--- src/sip_pkg.sv ---
// constants of the spectral interrupt persistence block
package sip_pkg;
  localparam logic [7:0] SIP_ADDR_ENABLES     = 8'h00_B2;
  localparam logic [7:0] SIP_ADDR_PERSISTENCE = 8'h00_BD;
  localparam int         SIP_FLICKER_EN_BIT   = 6;
  localparam int         SIP_SENSOR_SWITCH_MATRIX_EN_BIT      = 4;
  localparam int         SIP_CODE_MSB         = 3;
  localparam logic [7:0] SIP_ENABLES_RESET    = 8'h00_00;
  localparam logic [3:0] SIP_CODE_RESET       = 4'h0_0;
  localparam int         SIP_COUNT_W          = 6;
  localparam int         SIP_CHANNELS         = 6;
  localparam int         SIP_SEL_W            = 3;
  localparam int         SIP_DATA_W           = 16;
  typedef enum logic [0:0]
  {
    SIP_IDLE  = 1'b0,
    SIP_COUNT = 1'b1
  } sip_state_type;
endpackage

--- src/sip_top.sv ---
// interrupt enables and spectral persistence filter
`timescale 1ns/1ps
module sip_top
(
  input  wire logic                                         clock,
  input  wire logic                                         arst_n,
  input  wire logic                                         reg_write,
  input  wire logic [7:0]                                   reg_addr,
  input  wire logic [7:0]                                   reg_wdata,
  output logic      [7:0]                                   reg_rdata,
  input  wire logic                                         flicker_status_change,
  input  wire logic                                         switch_matrix_done,
  input  wire logic                                         spectral_cycle_end,
  input  wire logic [sip_pkg::SIP_CHANNELS*sip_pkg::SIP_DATA_W-1:0] spectral_data,
  input  wire logic [sip_pkg::SIP_SEL_W-1:0]                threshold_channel_select,
  input  wire logic [sip_pkg::SIP_DATA_W-1:0]               spectral_low_threshold,
  input  wire logic [sip_pkg::SIP_DATA_W-1:0]               spectral_high_threshold,
  output logic                                              system_irq,
  output logic                                              spectral_irq,
  output logic [sip_pkg::SIP_COUNT_W-1:0]                   persistence_count
);
  import sip_pkg::*;

  // reset release synchroniser; first stage feeds only the second
  logic rst_meta_reg;
  logic rst_sync_reg;
  always_ff @(posedge clock or negedge arst_n)
  begin
    if (!arst_n)
    begin
      rst_meta_reg <= 1'b0;
      rst_sync_reg <= 1'b0;
    end
    else
    begin
      rst_meta_reg <= 1'b1;
      rst_sync_reg <= rst_meta_reg;
    end
  end
  wire logic rst_n = rst_sync_reg;

  // register file state
  logic       flicker_status_irq_enable_reg;
  logic       flicker_status_irq_enable_next;
  logic       switch_matrix_done_irq_enable_reg;
  logic       switch_matrix_done_irq_enable_next;
  logic [3:0] persistence_count_code_reg;
  logic [3:0] persistence_count_code_next;
  logic [7:0] rdata_reg;
  logic [7:0] rdata_next;

  // writes store the fields; reserved bits read as zero
  always_comb
  begin
    flicker_status_irq_enable_next     = flicker_status_irq_enable_reg;
    switch_matrix_done_irq_enable_next = switch_matrix_done_irq_enable_reg;
    persistence_count_code_next        = persistence_count_code_reg;
    if (reg_write && reg_addr == SIP_ADDR_ENABLES)
    begin
      flicker_status_irq_enable_next     = reg_wdata[SIP_FLICKER_EN_BIT];
      switch_matrix_done_irq_enable_next = reg_wdata[SIP_SENSOR_SWITCH_MATRIX_EN_BIT];
    end
    else if (reg_write && reg_addr == SIP_ADDR_PERSISTENCE)
      persistence_count_code_next = reg_wdata[SIP_CODE_MSB:0];
    rdata_next = 8'h00_00;
    if (reg_addr == SIP_ADDR_ENABLES)
    begin
      rdata_next[SIP_FLICKER_EN_BIT] = flicker_status_irq_enable_next;
      rdata_next[SIP_SENSOR_SWITCH_MATRIX_EN_BIT]    = switch_matrix_done_irq_enable_next;
    end
    else if (reg_addr == SIP_ADDR_PERSISTENCE)
      rdata_next[SIP_CODE_MSB:0] = persistence_count_code_next;
  end

  always_ff @(posedge clock or negedge rst_n)
  begin
    if (!rst_n)
    begin
      flicker_status_irq_enable_reg     <= SIP_ENABLES_RESET[SIP_FLICKER_EN_BIT];
      switch_matrix_done_irq_enable_reg <= SIP_ENABLES_RESET[SIP_SENSOR_SWITCH_MATRIX_EN_BIT];
      persistence_count_code_reg        <= SIP_CODE_RESET;
      rdata_reg                         <= 8'h00_00;
    end
    else
    begin
      flicker_status_irq_enable_reg     <= flicker_status_irq_enable_next;
      switch_matrix_done_irq_enable_reg <= switch_matrix_done_irq_enable_next;
      persistence_count_code_reg        <= persistence_count_code_next;
      rdata_reg                         <= rdata_next;
    end
  end
  assign reg_rdata = rdata_reg;

  // target count from the code
  logic [SIP_COUNT_W-1:0] target_count;
  sip_interrupt_persistence_map u_map
  (
    .code  (persistence_count_code_reg),
    .count (target_count)
  );

  // selected channel window compare; only that channel matters
  logic [SIP_DATA_W-1:0] selected_sample;
  logic                  outside_window;
  always_comb
  begin
    selected_sample = '0;
    if (32'(threshold_channel_select) < SIP_CHANNELS)
      selected_sample = spectral_data[threshold_channel_select*SIP_DATA_W +: SIP_DATA_W];
    outside_window = (selected_sample < spectral_low_threshold) ||
                     (selected_sample > spectral_high_threshold);
  end

  // persistence counter and one-cycle interrupt pulses
  sip_state_type          state_reg;
  sip_state_type          state_next;
  logic [SIP_COUNT_W-1:0] count_reg;
  logic [SIP_COUNT_W-1:0] count_next;
  logic                   spectral_irq_next;
  logic                   system_irq_next;
  always_comb
  begin
    state_next        = state_reg;
    count_next        = count_reg;
    spectral_irq_next = 1'b0;
    system_irq_next   = (flicker_status_change && flicker_status_irq_enable_reg) ||
                        (switch_matrix_done && switch_matrix_done_irq_enable_reg);
    if (spectral_cycle_end)
    begin
      case (state_reg)
        SIP_IDLE,
        SIP_COUNT:
        begin
          if (persistence_count_code_reg == 4'h0_0)
          begin
            spectral_irq_next = 1'b1;
            count_next        = '0;
            state_next        = SIP_IDLE;
          end
          else if (!outside_window)
          begin
            count_next = '0;
            state_next = SIP_IDLE;
          end
          else if (count_reg + 6'h00_01 >= target_count)
          begin
            spectral_irq_next = 1'b1;
            count_next        = '0;
            state_next        = SIP_IDLE;
          end
          else
          begin
            count_next = count_reg + 6'h00_01;
            state_next = SIP_COUNT;
          end
        end
        default:
          state_next = SIP_IDLE;
      endcase
    end
  end

  always_ff @(posedge clock or negedge rst_n)
  begin
    if (!rst_n)
    begin
      state_reg    <= SIP_IDLE;
      count_reg    <= '0;
      spectral_irq <= 1'b0;
      system_irq   <= 1'b0;
    end
    else
    begin
      state_reg    <= state_next;
      count_reg    <= count_next;
      spectral_irq <= spectral_irq_next;
      system_irq   <= system_irq_next;
    end
  end
  assign persistence_count = count_reg;

  // checks
  chk_flicker_gate: assert property (@(posedge clock) disable iff (!rst_n)
    flicker_status_change && !switch_matrix_done |=> system_irq == $past(flicker_status_irq_enable_reg))
    else $error("flicker interrupt gating wrong");
  chk_sensor_switch_matrix_done: assert property (@(posedge clock) disable iff (!rst_n)
    switch_matrix_done && switch_matrix_done_irq_enable_reg |=> system_irq)
    else $error("switch matrix interrupt missing");
  chk_zero_code: assert property (@(posedge clock) disable iff (!rst_n)
    spectral_cycle_end && persistence_count_code_reg == 4'h0_0 |=> spectral_irq)
    else $error("code zero did not fire");
  chk_inside_clear: assert property (@(posedge clock) disable iff (!rst_n)
    spectral_cycle_end && !outside_window |=> count_reg == '0)
    else $error("in-window sample did not clear");
  chk_no_early: assert property (@(posedge clock) disable iff (!rst_n)
    spectral_irq && $past(persistence_count_code_reg) != 4'h0_0 |->
      $past(outside_window) && ($past(count_reg) + 6'h00_01 >= $past(target_count)))
    else $error("spectral interrupt before count");
  chk_restart: assert property (@(posedge clock) disable iff (!rst_n)
    spectral_irq |-> count_reg == '0)
    else $error("counter not restarted");
  chk_map_five: assert property (@(posedge clock) disable iff (!rst_n)
    persistence_count_code_reg == 4'h0_5 |-> target_count == 6'h00_0A)
    else $error("code five not ten");
  chk_map_top: assert property (@(posedge clock) disable iff (!rst_n)
    persistence_count_code_reg == 4'h0_F |-> target_count == 6'h00_3C)
    else $error("code fifteen not sixty");
  chk_select_used: assert property (@(posedge clock) disable iff (!rst_n)
    threshold_channel_select == 3'h0 |-> selected_sample == spectral_data[15:0])
    else $error("wrong channel compared");
  chk_quiet_idle: assert property (@(posedge clock) disable iff (!rst_n)
    !$past(spectral_cycle_end) |-> !spectral_irq)
    else $error("spectral interrupt without cycle end");
endmodule

--- src/sip_interrupt_persistence_map.sv ---
// persistence code to consecutive count lookup
`timescale 1ns/1ps
module sip_interrupt_persistence_map
(
  input  wire logic [3:0] code,
  output logic      [5:0] count
);
  import sip_pkg::*;
  // codes 1..3 pass through, 4 is special, above is 5*(code-3)
  always_comb
  begin
    if (code <= 4'h0_3)
      count = {2'b00, code};
    else if (code == 4'h0_4)
      count = 6'h00_05;
    else
      // widen before the arithmetic so code 15 (60) cannot wrap in four bits
      count = ({2'b00, code} - 6'h00_03) * 6'h00_05;
  end
endmodule

--- config.mk ---
export PLATFORM = sky130hd
export DESIGN_NAME = sip_top
export DESIGN_NICKNAME = d
export VERILOG_FILES = /design/src/sip_pkg.sv /design/src/sip_top.sv /design/src/sip_interrupt_persistence_map.sv
export SDC_FILE = /design/constraint.sdc
export NUM_CORES = 1
export LEC_CHECK = 0
export BUFFER_PORTS_ARGS = -buffer_cell sky130_fd_sc_hd__buf_2
export CAP_MARGIN = 40
export CORE_ASPECT_RATIO = 0.5
export CORE_MARGIN = 2
export CORE_UTILIZATION = 45
export CTS_CLUSTER_SIZE = 20
export DETAILED_ROUTE_END_ITERATION = 7
export PLACE_DENSITY = 0.89
export SLEW_MARGIN = 20
export SYNTH_ARGS = -nofsm -noshare
export SYNTH_HDL_FRONTEND = slang
export SYNTH_SLANG_ARGS = --single-unit
export TNS_END_PERCENT = 20
--- constraint.sdc ---
create_clock -name clock -period 0.8 [get_ports clock]
set_input_delay 0.08 -clock clock [delete_from_list [all_inputs] [get_ports clock]]
set_output_delay 0.08 -clock clock [all_outputs]
set_load 0.02 [all_outputs]
After elaboration in Yosys (flattened, before gate mapping)
Index checks and enable logic that the tools add are counted.

operators by class
  $add $sub $neg = 2
  $mul = 1
  order comparisons = 5
  equal/unequal tests = 3
  shift operators = 1
  multiplexer cells = 18
  reductions and logical operators = 7

operator list
  kind                 number
  $shiftx 96x8->16     1
  $mux 6               5
  $eq 8x8->1 const B   2
  $gt 16x16->1         1
  $lt 16x16->1         1
  $mux 16              1
  $mux 4               4
  $mux 1               8
  $add 6x1->6 const B  1
  $ge 6x6->1           1
  $mul 6x3->6 const B  1
  $sub 4x2->5 const B  1
  $eq 4x3->1 const B   1
  $le 4x2->1 const B   1
  $logic_and 1x1->1    4
  $logic_not 4->1      1
  $lt 3x3->1 const B   1
  $logic_or 1x1->1     2

word-level totals
  register bits after elaboration = 22
  output and inout bits = 16
  word-level logic and storage cells = 46

Longest topological paths before layout
  word-level depth = 9
  gate-level depth with buffers = 14
  depth with buffers taken out = 13

By module
A second synthesis with hierarchy kept.

unflattened totals
  cell total of the unflattened synthesis = 335
  area, all modules = 3,022.9 um2

by module, submodules not included
  module                         times used  cells each  area each (um2)  sequential area each (um2)
  sip_top                        1           295         2,711.4          550.5
  sip_interrupt_persistence_map  1           40          311.5            0.0

Worst setup path after synthesis
OpenSTA, ideal clock, no wires.

  kind = register -> register
  start point = register persistence_count_code_reg[2]
  end point = register count_reg[0], in the netlist persistence_count[0]
  setup time = 0.090 ns
  arrival = 3.225 ns
  slack = -2.515 ns
  stages on the path, launching flop included = 15
  path buffers = 1
  cells stage by stage = dfrtp_1 -> buf_2 -> a21oi_1 -> xor2_1 -> ha_1 -> ha_1 -> fa_1 -> xnor2_1 -> xnor2_1 -> nand2_1 -> ha_1 -> or3_1 -> a31oi_2 -> o211ai_2 -> o221ai_1

on the way
  word-level cells in the longest chain between the ends = 8

RTL lines
  item                    RTL line                             RTL
  start, declared         sip_top.sv:47                        logic [3:0] persistence_count_code_reg;
  start signal, assigned  sip_top.sv:88                        persistence_count_code_reg <= persistence_count_code_next;
  $sub 4x2->5             sip_interrupt_persistence_map.sv:18  count = ({2'b00, code} - 6'h00_03) * 6'h00_05;
  $mul 6x3->6             sip_interrupt_persistence_map.sv:18
  $mux 6                  sip_interrupt_persistence_map.sv:14  else if (code == 4'h0_4)
  $mux 6                  sip_interrupt_persistence_map.sv:12  if (code <= 4'h0_3)
  $ge 6x6->1              sip_top.sv:145                       else if (count_reg + 6'h00_01 >= target_count)
  $mux 6                  sip_top.sv:145
  $mux 6                  sip_top.sv:140                       else if (!outside_window)
  $mux 6 *                sip_top.sv:134                       if (persistence_count_code_reg == 4'h0_0)
  end signal, assigned    sip_top.sv:175                       count_reg <= count_next;
  end, declared           sip_top.sv:117                       logic [SIP_COUNT_W-1:0] count_reg;

Every way passes the cells marked *; elsewhere a longest branch is shown, timed or not.
A chain may end at the register's enable or synchronous reset.

Final worst setup path
  start point = register persistence_count_code_reg[1]
  end point = register count_reg[3], in the netlist persistence_count[3]

The elaborated chain is that of the path after synthesis.

==> results.cfg <==
[run_status]
status = finished, violations left
violations = negative setup slack

[pwr]
p_leak_nw = 2.559
peakVddDrop_v = 0.0008356
power.total_mw = 4.859
power_density_nw_per_um2 = 1044

[timing]
setup_tns_ns = -20.00
rsz0062_at_grt = yes
timing.final.ws_setup_ns = -2.495
finalHoldViolations = 0
setup_violations = 33
fin_skew_ns = 0.001635
final-max-slew-violation-count = 0
fin_crit_sh_pct = 411.8
fmax_mhz = 303.5
post-route-min-period_ns = 3.295

[drt]
dr.pass1.iters = 4
finalWirelength_microns = 10010
drc = 0
vias_per_cell = 5.316
drtIter0Drc = 126
num_vias = 3349
ant_nets = 0
wl_per_cell_microns = 15.89

[grt]
grt_start_max_net_pins = 14
gr-total-overflow = 0
antenna_found_initial = 0
first_global_vias = 3434
track_usage_pct = 27.44
grt_first_pass_wirelength_microns = 15450

[clocking]
clk_pin_slew_ns = 0.06
clk_path_buf_depth = 2
clock-sinks = 22
clock_tree.root_cell = clkbuf_16
cts-buffers-inserted = 3
cts_tree = yes
clkLatencyLatePin_ns = 0.25
h-tree-depth = 1

[job]
maxCapViolations = 0

[place]
gp_congestion = 0.8677
port_buffers = 164
dp_hpwl_microns = 7955

[hold_path]
hold_depth = 2
hold_class = in2reg

[die]
ioPinCount = 169
rows = 20
die_width_microns = 117.9
core_area_sq_um = 6181
dieArea_sq_um = 7189
initial_core_util_pct = 47.25
fp.dieH_microns = 60.97

[synthesis]
ys.flop_type = dfrtp_1
synth-seq-cells = 22
ys_warn_count = 0
avgSynthCellArea_sq_um = 9.069
synth_edf_count = 0
ys_top_cells_by_area = dfrtp_1 (19%), ha_1 (19%), mux4_2 (12%)
synth_top_area_share_pct = 18.85
synth_cells = 322
yosysTopAreaCell = dfrtp_1
synth_cell_type_count = 53
synth-seq-area-share_pct = 18.85
synthArstFlopShare_pct = 100.0
syn_area_sq_um = 2920

[critical_path]
slowest_delay_ns = 0.45
critical_path_class = reg2reg
r2r_cells = 14
ff2ff_setup_slack_ns = -2.49
crit_top_cell = ha_4
worst_path_max_delay_cell = dfrtp_2
setup.worst_path.end_class = register
start_kind = register
required_ns = 0.96
critical_path.cell_chain = a21oi_2 > xor2_2 > ha_4 > ha_4 > fa_2 > xnor2_2 > xnor2_1 > nand2_1 > ha_2 > or3_4 > a31oi_4 > buf_6 > nand3_2 > o221ai_2
crit_family = adder cells
cp.depth = 14
cp_max_fo = 5
cp_data_arrival_time_ns = 3.46
cp_num_buf_inv = 1

[layout]
synthToLayoutAreaGrowth_pct = 59.38
mostFrequentLayoutCell = buf_2
fin_nets = 741
final_cell_mix = buf_2 (156), inv_1 (54), buf_4 (54), ha_1 (39), mux2i_1 (19)
diodes = 0
drive_above_1_share_pct = 53.51
[power by group]
part	switching, mW	internal [mW]
clock	0.410	0.994
sequential	0.0305	1.15
combinational	1.04	1.23
total	1.48	3.38
[through the flow]
stage                     utilization (%)  cells  setup slack, ns  cell area [sq um]  hold slack [ns]
final                               75.30    630           -2.495               4654          0.05375
after CTS                           73.99    626           -2.438               4573          0.05167
after detailed placement            69.55    621           -2.479               4299          -0.1325
after floorplan                         -    323           -2.310               2998          -0.2156
after global placement              69.55    621           -2.355               4299          -0.1334
after global routing                75.30    630           -2.634               4654          0.05229
[routing by layer]
layer	up-vias	GRT usage, %	share of wire [%]	wire length (microns)
met5	-	0	0	0
met3	36	3.383	4.6	461
met4	0	12.74	4.1	410
met1	1558	29.08	37	3670
met2	147	57.06	55	5469
li1	1608	-	-	-
[kinds of logic (layout without fill, tap and decap cells)]
kind of cell | Yosys count | in the layout | synth area share [%]
buffers and inverters | 72 | 291 | 10.11
AND/OR/NAND/NOR | 70 | 70 | 12.68
AO/OA/AOI/OAI | 60 | 60 | 14.27
adder cells (fa/ha/maj) | 45 | 45 | 19.54
multiplexers | 43 | 43 | 21.89
flip-flops | 22 | 22 | 18.85
XOR/XNOR | 8 | 8 | 2.399
other | 2 | 3 | 0.2572
[worst register-to-register path, delay by kind of cell, from the launching register on]
kind,cells,cell delay [ns]
DFF,1,0.45
and+or+nand+nor,3,0.56
adders and majority gates,4,0.93
AOI/OAI and AO/OA,3,0.59
buffers and inverters,1,0.16
xor gates and xnor gates,3,0.54
[layout make-up]
| cell class | instances | area [sq um] |
|---|---|---|
| clock buffers | 3 | 75.07 |
| clock inverters | 1 | 30.03 |
| fillers | 427 | 1526 |
| inverters | 57 | 214.0 |
| multi-input cells | 229 | 2255 |
| flip-flops and latches | 22 | 556.8 |
| well taps | 88 | 110.1 |
| repair buffers | 230 | 1414 |
[worst paths after layout]
| check | endpoint | from |
|---|---|---|
| hold / removal | system_irq | switch_matrix_done |
| max in group asynchronous | persistence_count[2] | rst_n |
| min in group asynchronous | rst_n | arst_n |
| hold reg to reg | switch_matrix_done_irq_enable_reg | rst_n |
| setup / recovery | persistence_count[3] | persistence_count_code_reg[1] |
| setup reg to reg | persistence_count[3] | persistence_count_code_reg[1] |
[cells in the mapped netlist, types with 2 or more instances]
master and n:
inv_1 55, ha_1 44, dfrtp_1 22, mux2i_1 20, nand2_1 19, mux4_2 16
o22ai_1 16, a21oi_1 13, nor2_1 13, nand3_1 12, buf_2 8, mux2_1 6
o221ai_1 6, nand4_1 5, nor3_1 5, xnor2_1 5, a21o_1 4, nor2b_1 4
o21ai_1 4, clkbuf_1 3, o21ai_0 3, xor2_1 3, a221o_1 2, and3_1 2
buf_4 2, conb_1 2, inv_2 2
[timing repair]
item	in CTS	in global routing
hold buffers	1	0
endpoints found under the hold margin	2	0
pin swaps	10	2
setup buffers	0	4
setup endpoints to repair	33	33
gates resized for setup	39	14
No activity file was read; power rests on OpenSTA's default activity.
